<file path="config.mk">
export PLATFORM = sky130hd
export DESIGN_NAME = mac_ptp_cfg
export DESIGN_NICKNAME = d
export VERILOG_FILES = /design/src/hw/mac_ptp_cfg_pkg.sv /design/src/hw/mac_ptp_cfg.sv
export SDC_FILE = /design/constraint.sdc
export NUM_CORES = 1
export LEC_CHECK = 0
export BUFFER_PORTS_ARGS = -buffer_cell sky130_fd_sc_hd__buf_4
export CAP_MARGIN = 0
export CORE_MARGIN = 3
export CORE_UTILIZATION = 50
export DETAILED_ROUTE_END_ITERATION = 8
export GPL_TIMING_DRIVEN = 1
export HOLD_SLACK_MARGIN = 0.06
export PLACE_DENSITY_LB_ADDON = 0.1
export SETUP_SLACK_MARGIN = 0.3
export SLEW_MARGIN = 30
export SYNTH_ARGS = -nofsm -noshare
export SYNTH_HDL_FRONTEND = slang
export SYNTH_SLANG_ARGS = --single-unit
</file>
<file path="constraint.sdc">
create_clock -name i_clk -period 4.2 [get_ports i_clk]
set_input_delay 0.42 -clock i_clk [delete_from_list [all_inputs] [get_ports i_clk]]
set_output_delay 0.42 -clock i_clk [all_outputs]
set_load 0.01 [all_outputs]
</file>
<file path="src/hw/mac_ptp_cfg_pkg.sv">
// Purpose: constants and carriers for the MAC TX timing configuration block
// Assumes: classic Wishbone, 32-bit data, byte addresses
// Notes: Operation summary below
// Operation
// - One-step enable turns on timestamp insertion
// - Transparent select enables correction field updates
// - Transparent mode: timer input is correction value
// - Transparent mode: new correction overwrites original; block writes original plus timer plus trim
// - Eleven-bit trim offsets one-step stamp, 3 fraction
// - User preamble enable selects custom preamble
// - Up to 13 clocks ten-lane, 7 four-lane
// - Each receive lane has its own clock
// - Lane width 32 ten-lane, 80 four-lane
// - Single TX core clock for transmit side
// - RX core clock equals TX core clock
// - Switchable build uses ten-lane clock structure
// - Option: one lane clock drives all lanes
package mac_ptp_cfg_pkg;
    localparam logic [3:0] OFS_CTRL = 4'h0;
    localparam logic [3:0] OFS_TRIM = 4'h4;
    localparam logic [3:0] OFS_FEC = 4'h8;
    localparam logic [3:0] OFS_STAT = 4'hC;
    localparam int CTRL_ONESTEP = 0;
    localparam int CTRL_TRANSP = 1;
    localparam int CTRL_PREAMBLE = 2;
    localparam int CTRL_TEST_A = 3;
    localparam int CTRL_TEST_B = 4;
    localparam int FEC_FILL_LSB = 0;
    localparam int FEC_THR_LSB = 8;
    localparam int STAT_LANE_LSB = 0;
    localparam int STAT_SHARED = 15;
    localparam int STAT_COUNT_LSB = 16;
    localparam logic [10:0] TRIM_RESET = 11'h2C1;
    localparam logic [1:0] FILL_RESET = 2'h0;
    localparam logic [8:0] THR_RESET = 9'h46;
    localparam int TRIM_FRAC_BITS = 3;
    localparam int CF_FRAC_BITS = 16;
    localparam int MAX_LANES = 10;
    localparam int TEN_LANE_CLOCKS = 13;
    localparam int FOUR_LANE_CLOCKS = 7;
    localparam int WIDTH_TEN_LANE = 32;
    localparam int WIDTH_FOUR_LANE = 80;
    localparam int TIME_W = 64;

    typedef struct packed {
        logic test_b;
        logic test_a;
        logic preamble;
        logic transparent;
        logic onestep;
    } ctrl_t;

    typedef struct packed {
        logic [TIME_W-1:0] timer;
        logic [TIME_W-1:0] orig_cf;
        logic req;
    } stamp_req_t;

    typedef struct packed {
        logic [TIME_W-1:0] value;
        logic valid;
        logic cf_write;
    } stamp_out_t;

    typedef struct packed {
        logic ack;
        logic [31:0] rdata;
        ctrl_t ctrl;
        logic [10:0] trim;
        logic [1:0] fill;
        logic [8:0] thr;
        logic [MAX_LANES-1:0] lane_s1;
        logic [MAX_LANES-1:0] lane_s2;
        stamp_out_t stamp;
        logic [15:0] count;
    } state_t;
endpackage

</file>
<file path="src/hw/mac_ptp_cfg.sv">
// Purpose: TX timing options, lane status and register file of the MAC
// Assumes: one 25 MHz clock, classic Wishbone slave, one-cycle ack
// Notes: lane lock pins pass two flip-flops before use
`timescale 1ns/1ps
`default_nettype none
module mac_ptp_cfg #(
    parameter int LANES = 10,
    parameter bit SWITCHABLE = 1'b0,
    parameter bit SHARED_LANE_CLOCK = 1'b0
) (
    // Clock and reset
    input wire logic i_clk,
    input wire logic i_arst_n,
    // Wishbone slave
    input wire logic i_wb_cyc,
    input wire logic i_wb_stb,
    input wire logic i_wb_we,
    input wire logic [3:0] i_wb_adr,
    input wire logic [3:0] i_wb_sel,
    input wire logic [31:0] i_wb_dat,
    output logic o_wb_ack,
    output logic [31:0] o_wb_dat,
    // Timestamp request from the transmit path
    input wire mac_ptp_cfg_pkg::stamp_req_t i_req,
    // Timestamp result
    output mac_ptp_cfg_pkg::stamp_out_t o_stamp,
    // Lane lock pins, one per receive lane
    input wire logic [mac_ptp_cfg_pkg::MAX_LANES-1:0] i_lane_lock,
    // Configuration outputs to the transmitter
    output logic o_preamble_enable,
    output logic [1:0] o_fec_fill_trim,
    output logic [8:0] o_fec_marker_threshold
);
    // Ten-lane clocking also serves the switchable build
    localparam int EFF_LANES = SWITCHABLE ? 10 : LANES;
    localparam int CLOCKS = (EFF_LANES == 10) ?
        mac_ptp_cfg_pkg::TEN_LANE_CLOCKS :
        mac_ptp_cfg_pkg::FOUR_LANE_CLOCKS;
    localparam int LANE_W = (EFF_LANES == 10) ?
        mac_ptp_cfg_pkg::WIDTH_TEN_LANE :
        mac_ptp_cfg_pkg::WIDTH_FOUR_LANE;
    localparam int SHIFT =
        mac_ptp_cfg_pkg::CF_FRAC_BITS - mac_ptp_cfg_pkg::TRIM_FRAC_BITS;

    if (LANES != 10 && LANES != 4)
    begin : g_bad_lanes
        $error("LANES must be 10 or 4");
    end
    if (CLOCKS != EFF_LANES + 3 || LANE_W == 0)
    begin : g_bad_clocks
        $error("clock count does not match lane count");
    end

    mac_ptp_cfg_pkg::state_t st;
    mac_ptp_cfg_pkg::state_t next_st;
    logic [mac_ptp_cfg_pkg::MAX_LANES-1:0] lane_mask;
    logic [mac_ptp_cfg_pkg::MAX_LANES-1:0] lane_src;
    logic [mac_ptp_cfg_pkg::TIME_W-1:0] trim_cf;
    logic [31:0] wr_mask;
    logic [31:0] ctrl_word;
    logic [31:0] trim_word;
    logic [31:0] fec_word;
    logic [31:0] stat_word;
    logic [31:0] new_word;
    logic access;

    // Per-lane source: own lane clock domain or lane 0 when shared
    for (genvar g = 0; g < mac_ptp_cfg_pkg::MAX_LANES; g++)
    begin : g_lane
        assign lane_mask[g] = (g < EFF_LANES);
        assign lane_src[g] = SHARED_LANE_CLOCK ?
            i_lane_lock[0] : i_lane_lock[g];
    end

    // Trim in eighths of a ns, aligned to 16 fraction bits
    assign trim_cf = {{(mac_ptp_cfg_pkg::TIME_W-11-SHIFT){1'b0}},
        st.trim, {SHIFT{1'b0}}};

    assign wr_mask = {{8{i_wb_sel[3]}}, {8{i_wb_sel[2]}},
        {8{i_wb_sel[1]}}, {8{i_wb_sel[0]}}};
    assign ctrl_word = {27'h0000000, st.ctrl};
    assign trim_word = {21'h000000, st.trim};
    assign fec_word = {15'h0000, st.thr, 6'h00, st.fill};
    assign stat_word = {st.count, SHARED_LANE_CLOCK, 5'h00,
        st.lane_s2};
    assign access = i_wb_cyc && i_wb_stb && !st.ack;

    always_comb
    begin
        next_st = st;
        new_word = 32'h00000000;
        // Lock flags cross into the core domain
        next_st.lane_s1 = lane_src;
        next_st.lane_s2 = st.lane_s1 & lane_mask;
        next_st.ack = access;
        if (access)
        begin
            unique case (i_wb_adr)
                mac_ptp_cfg_pkg::OFS_CTRL:
                begin
                    next_st.rdata = ctrl_word;
                    new_word = (ctrl_word & ~wr_mask) | (i_wb_dat & wr_mask);
                    if (i_wb_we)
                    begin
                        next_st.ctrl = new_word[4:0];
                    end
                end
                mac_ptp_cfg_pkg::OFS_TRIM:
                begin
                    next_st.rdata = trim_word;
                    new_word = (trim_word & ~wr_mask) | (i_wb_dat & wr_mask);
                    if (i_wb_we)
                    begin
                        next_st.trim = new_word[10:0];
                    end
                end
                mac_ptp_cfg_pkg::OFS_FEC:
                begin
                    next_st.rdata = fec_word;
                    new_word = (fec_word & ~wr_mask) | (i_wb_dat & wr_mask);
                    if (i_wb_we)
                    begin
                        next_st.fill = new_word[1:0];
                        next_st.thr = new_word[16:8];
                    end
                end
                mac_ptp_cfg_pkg::OFS_STAT:
                begin
                    next_st.rdata = stat_word;
                end
                default:
                begin
                    next_st.rdata = 32'h00000000;
                end
            endcase
        end
        // Timestamp result, one cycle after the request
        next_st.stamp.valid = 1'b0;
        next_st.stamp.cf_write = 1'b0;
        if (i_req.req && st.ctrl.onestep)
        begin
            next_st.stamp.valid = 1'b1;
            next_st.count = st.count + 16'h0001;
            if (st.ctrl.transparent)
            begin
                // Timer is a residence correction, added to original
                next_st.stamp.value =
                    i_req.orig_cf + i_req.timer + trim_cf;
                next_st.stamp.cf_write = 1'b1;
            end
            else
            begin
                next_st.stamp.value = i_req.timer + trim_cf;
            end
        end
    end

    // One core clock serves transmit, receive and control sides
    always_ff @(posedge i_clk or negedge i_arst_n)
    begin
        if (!i_arst_n)
        begin
            st <= '0;
            st.trim <= mac_ptp_cfg_pkg::TRIM_RESET;
            st.fill <= mac_ptp_cfg_pkg::FILL_RESET;
            st.thr <= mac_ptp_cfg_pkg::THR_RESET;
        end
        else
        begin
            st <= next_st;
        end
    end

    assign o_wb_ack = st.ack;
    assign o_wb_dat = st.rdata;
    assign o_stamp = st.stamp;
    assign o_preamble_enable = st.ctrl.preamble;
    assign o_fec_fill_trim = st.fill;
    assign o_fec_marker_threshold = st.thr;
endmodule
`default_nettype wire

</file>
==> results of run 1 <==
==> cell families (layout without fill, tap and decap cells) <==
family          after synthesis  after routing
compound gates              398            398
flops                       162            162
mux                          55             55
xor+xnor                    108            108
other cells                   0              1
simple gates                426            426
fa+ha+maj                   139            139
buf+inv                     201            363
==> layer usage <==
| metal | global-route usage [%] | part of all wire, % | vias up |
|---|---|---|---|
| met4 | 8.61 | 2.5 | 0 |
| li1 | - | - | 5608 |
| met1 | 37.5 | 45 | 5679 |
| met5 | 0 | 0 | - |
| met2 | 45.2 | 47 | 370 |
| met3 | 3.36 | 5.1 | 58 |
==> synthesized netlist by cell type (all sizes together) (5+ instances only) <==
master / count
a211oi: 13
ha: 126
fa: 13
a21oi: 108
nor2b: 7
a31oi: 9
and3: 22
o21bai: 17
and2: 7
mux2: 31
nand4: 43
a221o: 5
a21o: 27
o31ai: 6
and4: 9
a22oi: 11
buf: 122
or2: 6
a21boi: 5
o221ai: 5
dfrtp: 155
a221oi: 5
o211ai: 14
nand3: 39
a22o: 26
dfstp: 7
xor2: 42
nand2b: 5
nor3: 28
nor2: 87
or3: 6
mux2i: 22
inv: 33
o21ai: 104
clkbuf: 44
xnor2: 66
nand2: 147
o21a: 13
==> metrics by stage <==
stage / total power [uW] / cell area [sq um] / hold WS, ns
2_1_floorplan: 3670 / 13300 / 0.124
3_3_place_gp: 4300 / 14900 / 0.332
3_5_place_dp: 4320 / 14900 / 0.337
4_1_cts: 5980 / 15500 / 0.0692
5_1_grt: 6310 / 15500 / 0.0657
6_report: 5940 / 15500 / 0.0557
==> path summary, 6_finish.rpt <==
check / from / end / slack (ns) / cells past startpoint
max: flop / o_stamp[59] / 0.44 / 12
min: i_arst_n / o_stamp[5] / 0.06 / 1
max reg2reg: flop / o_stamp[59] / 0.44 / 12
min reg2reg: next_st[89] / st[89] / 0.34 / 0
max in group asynchronous: i_arst_n / asynchronous set/reset pin / 3.26 / 2
min in group i_clk: i_lane_lock[5] / next_st[87] / 0.08 / 1
==> repair_timing <==
action,4_1_cts,5_1_grt
setup buffers,0,1
endpoints found under the setup margin,0,7
gates resized for setup,0,6
==> worst max-delay path: cells and delay by family, from the launching register on <==
family                     cells  cell delay, ns
AOI/OAI and AO/OA              4            0.70
adders and majority gates      2            0.88
and+or+nand+nor                4            0.98
muxes                          1            0.34
DFF                            1            0.60
buffers and inverters          1            0.17
==> report_power, final <==
part | switching, uW | internal (uW) | total (uW)
Sequential | 206 | 1850 | 2060
Clock | 807 | 820 | 1630
Combinational | 1220 | 1040 | 2260
Total | 2230 | 3710 | 5940
==> cell type report <==
type	count	area, sq um	share of cell area [%]
multi-input cells	1126	8080	52.0
flip-flops and latches	162	4060	26.2
repair buffers	296	2240	14.4
clock buffers	18	439	2.83
well taps	335	419	2.70
clock inverters	14	155	0.999
inverters	35	131	0.846
diodes	1	2.50	0.0161
==> impl_metrics.xml, run 1 <==
<?xml version="1.0" encoding="UTF-8"?>
<metrics>
  <group name="synthesis">
    <metric name="synthCells" unit="">1489</metric>
    <metric name="synth-xor-area-share" unit="%">7.12</metric>
    <metric name="post_synth_fa_ha_maj_area_fraction" unit="%">13.8</metric>
    <metric name="postSynth.topFlopCell" unit="">sky130_fd_sc_hd__dfrtp_1</metric>
    <metric name="synth_largest_area_cell" unit="">sky130_fd_sc_hd__dfrtp_1</metric>
    <metric name="synth_compound_gate_area_share" unit="%">19.4</metric>
    <metric name="synthMuxAreaShare" unit="%">4.62</metric>
    <metric name="synthArstFlopShare" unit="%">100</metric>
    <metric name="synth-simple-area-share" unit="%">15.6</metric>
    <metric name="synth-edff-count" unit="">0</metric>
    <metric name="yosys-top-cells-area" unit="">sky130_fd_sc_hd__dfrtp_1, sky130_fd_sc_hd__ha_1, sky130_fd_sc_hd__buf_4, sky130_fd_sc_hd__xnor2_1, sky130_fd_sc_hd__nand2_1</metric>
    <metric name="synth.cell_area" unit="sq um">13300</metric>
    <metric name="combinational_family_with_the_most_area_after_synthesis" unit="">compound AO/OA/AOI/OAI gates</metric>
    <metric name="number_of_register_bits_inferred_by_synthesis" unit="">162</metric>
    <metric name="synthesis.nets" unit="">1812</metric>
    <metric name="synth.avg_cell_area" unit="sq um">8.93</metric>
    <metric name="post-synth-top-area-fraction" unit="%">29.2</metric>
    <metric name="synth_seq_area_share" unit="%">30.6</metric>
    <metric name="syn_warnings" unit="">0</metric>
    <metric name="synth_cell_type_count" unit="">83</metric>
  </group>
  <group name="drt">
    <metric name="avgViaCountPerCell" unit="">5.90</metric>
    <metric name="postRouteWirelength" unit="um">40100</metric>
    <metric name="antenna_left" unit="">0</metric>
    <metric name="detail_route.iter0.violations" unit="">873</metric>
    <metric name="num_vias" unit="">11715</metric>
    <metric name="avgRoutedWirePerCell" unit="um">20.2</metric>
    <metric name="detail_route.drc_violations" unit="">0</metric>
    <metric name="drt_pass1_iterations" unit="">5</metric>
  </group>
  <group name="sta">
    <metric name="rsz0062_at_grt" unit="">no</metric>
    <metric name="final_max_slew_viol_count" unit="">0</metric>
    <metric name="setup_viol" unit="">0</metric>
    <metric name="max_slew_margin" unit="%">37.8</metric>
    <metric name="maxClockFrequency" unit="MHz">266</metric>
    <metric name="tightest_slew" unit="ns">0.932</metric>
    <metric name="final_hold_viol_count" unit="">0</metric>
    <metric name="final.period_utilization" unit="%">89.6</metric>
    <metric name="fin_setup_tns" unit="ns">0</metric>
    <metric name="fin_worst_skew" unit="ns">0.0166</metric>
    <metric name="timing.final.ws_setup" unit="ns">0.438</metric>
    <metric name="final_period_minus_worst_setup_slack" unit="ns">3.76</metric>
  </group>
  <group name="cells_and_area">
    <metric name="final_nets" unit="">1961</metric>
    <metric name="layout.cells.most_common" unit="">sky130_fd_sc_hd__buf_4</metric>
    <metric name="post_layout_utilization_of_the_core" unit="%">59.6</metric>
    <metric name="final_cell_count_no_fill" unit="">1987</metric>
    <metric name="most-common-layout-cells" unit="">sky130_fd_sc_hd__buf_4, sky130_fd_sc_hd__dfrtp_1, sky130_fd_sc_hd__nand2_1</metric>
    <metric name="drive_gt1_share" unit="%">24.0</metric>
    <metric name="syn_to_final_growth" unit="%">16.9</metric>
    <metric name="fillerInstances" unit="">2420</metric>
  </group>
  <group name="floorplanning">
    <metric name="dieArea" unit="sq um">28600</metric>
    <metric name="die-width" unit="um">169</metric>
    <metric name="coreArea" unit="sq um">26100</metric>
    <metric name="initial_core_util" unit="%">51.0</metric>
    <metric name="placementRows" unit="">59</metric>
    <metric name="dieHeight" unit="um">169</metric>
    <metric name="num_io_pins" unit="">295</metric>
  </group>
  <group name="worst_setup_path">
    <metric name="setup.worst_path.start_class" unit="">flop</metric>
    <metric name="cp_slowest_stage_delay" unit="ns">0.60</metric>
    <metric name="critical_path_arrival" unit="ns">4.11</metric>
    <metric name="worst-setup-path-type" unit="">reg2reg</metric>
    <metric name="critical-path-slowest-cell" unit="">sky130_fd_sc_hd__dfstp_2</metric>
    <metric name="critPathRequiredTime" unit="ns">4.55</metric>
    <metric name="critical_path_peak_fanout" unit="">6</metric>
    <metric name="endpoint_kind" unit="">flop</metric>
    <metric name="worstPathCellList" unit="">fa_1 &gt; ha_1 &gt; and4_1 &gt; nand3_1 &gt; or3_1 &gt; o41ai_2 &gt; o211ai_1 &gt; buf_4 &gt; o31a_1 &gt; nor3_1 &gt; mux2_1 &gt; a22oi_1</metric>
  </group>
  <group name="place">
    <metric name="place.gp.congestion" unit="">0.956</metric>
    <metric name="port_buffers" unit="">278</metric>
    <metric name="dp.cells" unit="">1953</metric>
    <metric name="pre_cts_slack" unit="ns">0.232</metric>
    <metric name="dp_hpwl" unit="um">30700</metric>
  </group>
  <group name="power_and_ir_drop">
    <metric name="power_per_cell_area" unit="nW/um^2">383</metric>
    <metric name="vdd_ir_drop_max" unit="V">0.000242</metric>
    <metric name="power_leakage" unit="uW">0.00739</metric>
  </group>
  <group name="grt">
    <metric name="grt_use_total" unit="%">27.3</metric>
    <metric name="largest_net_degree_at_the_start_of_global_routing" unit="">95</metric>
    <metric name="grt_overflow_total" unit="">0</metric>
    <metric name="grt_first_pass_wirelength" unit="um">62100</metric>
    <metric name="initial_antenna_violation_count" unit="">1</metric>
    <metric name="grt_pass1_vias" unit="">11376</metric>
  </group>
  <group name="clock_network">
    <metric name="ctsHtreeMaxLevel" unit="">4</metric>
    <metric name="cts_root_buf" unit="">sky130_fd_sc_hd__clkbuf_16</metric>
    <metric name="holdBufCountCts" unit="">0</metric>
    <metric name="cts-buffers-inserted" unit="">17</metric>
    <metric name="cts_max_path_buffers" unit="">2</metric>
    <metric name="clk_pin_slew_worst_paths" unit="ns">0.09</metric>
    <metric name="clock_network_latency_to_the_later_pin_of_the_worst_skew_pair" unit="ns">0.43</metric>
    <metric name="cts_tree" unit="">yes</metric>
    <metric name="cts_num_sinks" unit="">162</metric>
  </group>
  <group name="outcome">
    <metric name="status" unit="">complete, no violations</metric>
  </group>
  <group name="hold_path">
    <metric name="holdCritPathClass" unit="">in2async</metric>
  </group>
  <group name="run">
    <metric name="drv_cap" unit="">0</metric>
  </group>
</metrics>
(Power assumes the default switching activity.)
==> run 2, diff against run 1 <==
--- a/config.mk
+++ b/config.mk
@@ -8,13 +8,15 @@
 export BUFFER_PORTS_ARGS = -buffer_cell sky130_fd_sc_hd__buf_4
 export CAP_MARGIN = 0
 export CORE_MARGIN = 3
-export CORE_UTILIZATION = 50
+export CORE_UTILIZATION = 44
 export DETAILED_ROUTE_END_ITERATION = 8
 export GPL_TIMING_DRIVEN = 1
 export HOLD_SLACK_MARGIN = 0.06
 export PLACE_DENSITY_LB_ADDON = 0.1
+export REMOVE_ABC_BUFFERS = 1
 export SETUP_SLACK_MARGIN = 0.3
 export SLEW_MARGIN = 30
 export SYNTH_ARGS = -nofsm -noshare
 export SYNTH_HDL_FRONTEND = slang
 export SYNTH_SLANG_ARGS = --single-unit
+export TNS_END_PERCENT = 30
==> run 2 against run 1 <==
Worst hold slack better by 0.028 ns. Sequential power about the same. Design area up 0.63%. Register-to-register slack got worse by 0.02 ns. Largest power group unchanged.
==> impl_metrics.xml, run 2 (synthesized netlist as in run 1, its figures left out) <==
<?xml version="1.0" encoding="UTF-8"?>
<metrics>
  <group name="outcome">
    <metric name="status" unit="">complete, no violations</metric>
  </group>
  <group name="drt">
    <metric name="postRouteWirelength" unit="um">40500</metric>
    <metric name="antenna_left" unit="">0</metric>
    <metric name="detail_route.iter0.violations" unit="">774</metric>
    <metric name="avgViaCountPerCell" unit="">5.74</metric>
    <metric name="drt_pass1_iterations" unit="">5</metric>
    <metric name="avgRoutedWirePerCell" unit="um">19.8</metric>
    <metric name="num_vias" unit="">11754</metric>
    <metric name="detail_route.drc_violations" unit="">0</metric>
  </group>
  <group name="grt">
    <metric name="grt_pass1_vias" unit="">11553</metric>
    <metric name="initial_antenna_violation_count" unit="">0</metric>
    <metric name="grt_use_total" unit="%">24.7</metric>
    <metric name="grt_first_pass_wirelength" unit="um">64300</metric>
    <metric name="largest_net_degree_at_the_start_of_global_routing" unit="">78</metric>
    <metric name="grt_overflow_total" unit="">0</metric>
  </group>
  <group name="worst_setup_path">
    <metric name="critical_path_peak_fanout" unit="">7</metric>
    <metric name="critPathRequiredTime" unit="ns">4.55</metric>
    <metric name="critical-path-slowest-cell" unit="">sky130_fd_sc_hd__dfstp_2</metric>
    <metric name="critical_path_buffer_and_inverter_count" unit="">0</metric>
    <metric name="cp_slowest_stage_delay" unit="ns">0.57</metric>
    <metric name="path_delay_family" unit="">simple AND/OR/NAND/NOR gates</metric>
    <metric name="r2r_cells" unit="">11</metric>
    <metric name="path_depth" unit="">11</metric>
    <metric name="endpoint_kind" unit="">flop</metric>
    <metric name="critical_path_arrival" unit="ns">4.13</metric>
    <metric name="setup.worst_path.start_class" unit="">flop</metric>
    <metric name="worstPathCellList" unit="">fa_1 &gt; ha_2 &gt; and4_1 &gt; nand3_1 &gt; or3_1 &gt; o41ai_2 &gt; o211ai_1 &gt; o31a_1 &gt; nor3_1 &gt; mux2_1 &gt; a22oi_1</metric>
    <metric name="worst-setup-path-type" unit="">reg2reg</metric>
  </group>
  <group name="power_and_ir_drop">
    <metric name="pwr-share-seq" unit="%">34.3</metric>
    <metric name="p_switching" unit="uW">2190</metric>
    <metric name="power_switching_share" unit="%">36.5</metric>
    <metric name="combinational_power_share" unit="%">38.0</metric>
    <metric name="power_per_cell_area" unit="nW/um^2">383</metric>
    <metric name="vdd_ir_drop_max" unit="V">0.000238</metric>
    <metric name="power_leakage" unit="uW">0.00742</metric>
    <metric name="clock_power_share" unit="%">27.7</metric>
    <metric name="p_int" unit="uW">3800</metric>
  </group>
  <group name="clock_network">
    <metric name="cts_max_path_buffers" unit="">2</metric>
    <metric name="cts-buffers-inserted" unit="">17</metric>
    <metric name="cts_root_buf" unit="">sky130_fd_sc_hd__clkbuf_16</metric>
    <metric name="cts_num_sinks" unit="">162</metric>
    <metric name="clock_network_latency_to_the_later_pin_of_the_worst_skew_pair" unit="ns">0.44</metric>
    <metric name="cts_tree" unit="">yes</metric>
    <metric name="ctsHtreeMaxLevel" unit="">4</metric>
    <metric name="clk_pin_slew_worst_paths" unit="ns">0.08</metric>
  </group>
  <group name="run">
    <metric name="drv_cap" unit="">0</metric>
  </group>
  <group name="floorplanning">
    <metric name="coreArea" unit="sq um">29700</metric>
    <metric name="dieHeight" unit="um">180</metric>
    <metric name="placementRows" unit="">63</metric>
    <metric name="die-width" unit="um">180</metric>
    <metric name="num_io_pins" unit="">295</metric>
    <metric name="initial_core_util" unit="%">44.7</metric>
    <metric name="dieArea" unit="sq um">32300</metric>
  </group>
  <group name="sta">
    <metric name="max_slew_margin" unit="%">48.7</metric>
    <metric name="fin_worst_skew" unit="ns">0.0126</metric>
    <metric name="tightest_slew" unit="ns">0.768</metric>
    <metric name="final_hold_viol_count" unit="">0</metric>
    <metric name="final_max_slew_viol_count" unit="">0</metric>
    <metric name="final_period_minus_worst_setup_slack" unit="ns">3.78</metric>
    <metric name="rsz0062_at_grt" unit="">yes</metric>
    <metric name="final.period_utilization" unit="%">90.1</metric>
    <metric name="maxClockFrequency" unit="MHz">264</metric>
    <metric name="timing.final.ws_setup" unit="ns">0.418</metric>
    <metric name="fin_setup_tns" unit="ns">0</metric>
    <metric name="setup_viol" unit="">0</metric>
  </group>
  <group name="cells_and_area">
    <metric name="final_nets" unit="">1966</metric>
    <metric name="syn_to_final_growth" unit="%">17.6</metric>
    <metric name="drive_gt1_share" unit="%">24.0</metric>
    <metric name="insertedDiodeCount" unit="">0</metric>
    <metric name="layout.cells.most_common" unit="">sky130_fd_sc_hd__buf_4</metric>
    <metric name="most-common-layout-cells" unit="">sky130_fd_sc_hd__buf_4, sky130_fd_sc_hd__dfrtp_1, sky130_fd_sc_hd__nand2_1</metric>
  </group>
  <group name="hold_path">
    <metric name="min_path_cells" unit="">1</metric>
    <metric name="holdCritPathClass" unit="">in2reg</metric>
  </group>
  <group name="place">
    <metric name="dp_hpwl" unit="um">31400</metric>
    <metric name="pre_cts_slack" unit="ns">0.160</metric>
    <metric name="port_buffers" unit="">278</metric>
    <metric name="place.gp.congestion" unit="">0.930</metric>
  </group>
</metrics>
-- run 2: changes by cell type in the layout (fill, tap and decap cells not counted), moves of 2 or more --
cell | before | now
sky130_fd_sc_hd__buf_4 | 294 | 299
sky130_fd_sc_hd__bufinv_16 | 0 | 2
sky130_fd_sc_hd__clkbuf_8 | 2 | 0
sky130_fd_sc_hd__clkinv_4 | 1 | 3
sky130_fd_sc_hd__clkinv_8 | 3 | 0
sky130_fd_sc_hd__inv_8 | 4 | 2
sky130_fd_sc_hd__o21ai_1 | 20 | 22
sky130_fd_sc_hd__o21ai_2 | 2 | 0
-- run 2: worst register-to-register path, delay by kind of cell, from the launching register on --
| family | cells | cell delay (ns) |
|---|---|---|
| fa+ha+maj | 2 | 0.86 |
| mux | 1 | 0.35 |
| compound gates | 4 | 0.91 |
| flops | 1 | 0.57 |
| simple gates | 4 | 1.01 |
-- run 2: worst paths after layout --
kind / startpoint / to / slack [ns]
max in group asynchronous: i_arst_n / o_stamp[43] / 2.67
max reg2reg: flop / o_stamp[59] / 0.42
min reg2reg: next_st[90] / st[90] / 0.35
min in group asynchronous: i_arst_n / o_wb_dat[2] / 0.57
min: i_lane_lock[6] / next_st[88] / 0.08
max: flop / o_stamp[59] / 0.42
-- run 2: what timing repair did --
action                     4_1_cts  5_1_grt
setup endpoints to repair        0        4
buffers inserted                 0        1
hold buffers                     1        0
hold endpoints to repair        64        0
resized for setup                0        4
-- run 2: cell type report --
| cell class | count | area, sq um |
|---|---|---|
| fillers | 2806 | 14100 |
| clock buffers | 18 | 429 |
| repair buffers | 301 | 2270 |
| flip-flops and latches | 162 | 4060 |
| inverters | 35 | 131 |
| clock inverters | 14 | 165 |
| multi-input cells | 1126 | 8090 |
| well taps | 390 | 488 |
-- run 2: power groups by stage --
stage / registers, uW / logic [uW] / clock network [uW]
2_1_floorplan: 2170 / 1130 / 0
3_3_place_gp: 2080 / 2240 / 0
3_5_place_dp: 2080 / 2260 / 0
4_1_cts: 2050 / 2270 / 1700
5_1_grt: 2090 / 2510 / 1770
6_report: 2050 / 2270 / 1660
-- run 2: per-layer routing --
layer	global-route usage (%)	part of all wire, %	vias up
li1	-	-	5632
met1	35.5	47	5600
met2	38.7	45	454
met3	3.54	5.7	68
met4	7.74	2.6	0
met5	0	0	-
-- run 2: per-stage QoR --
stage | utilization (%) | cell area, sq um | hold WS, ns | instances | total power (uW)
after CTS | 52.5 | 15600 | 0.0627 | 2045 | 6030
after floorplan | - | 12300 | 0.124 | 1323 | 3300
final | 52.6 | 15600 | 0.0841 | 2046 | 5980
after global routing | 52.6 | 15600 | 0.0624 | 2046 | 6370
after global placement | 50.5 | 15000 | 0.332 | 2012 | 4320
after detailed placement | 50.5 | 15000 | 0.336 | 2012 | 4340
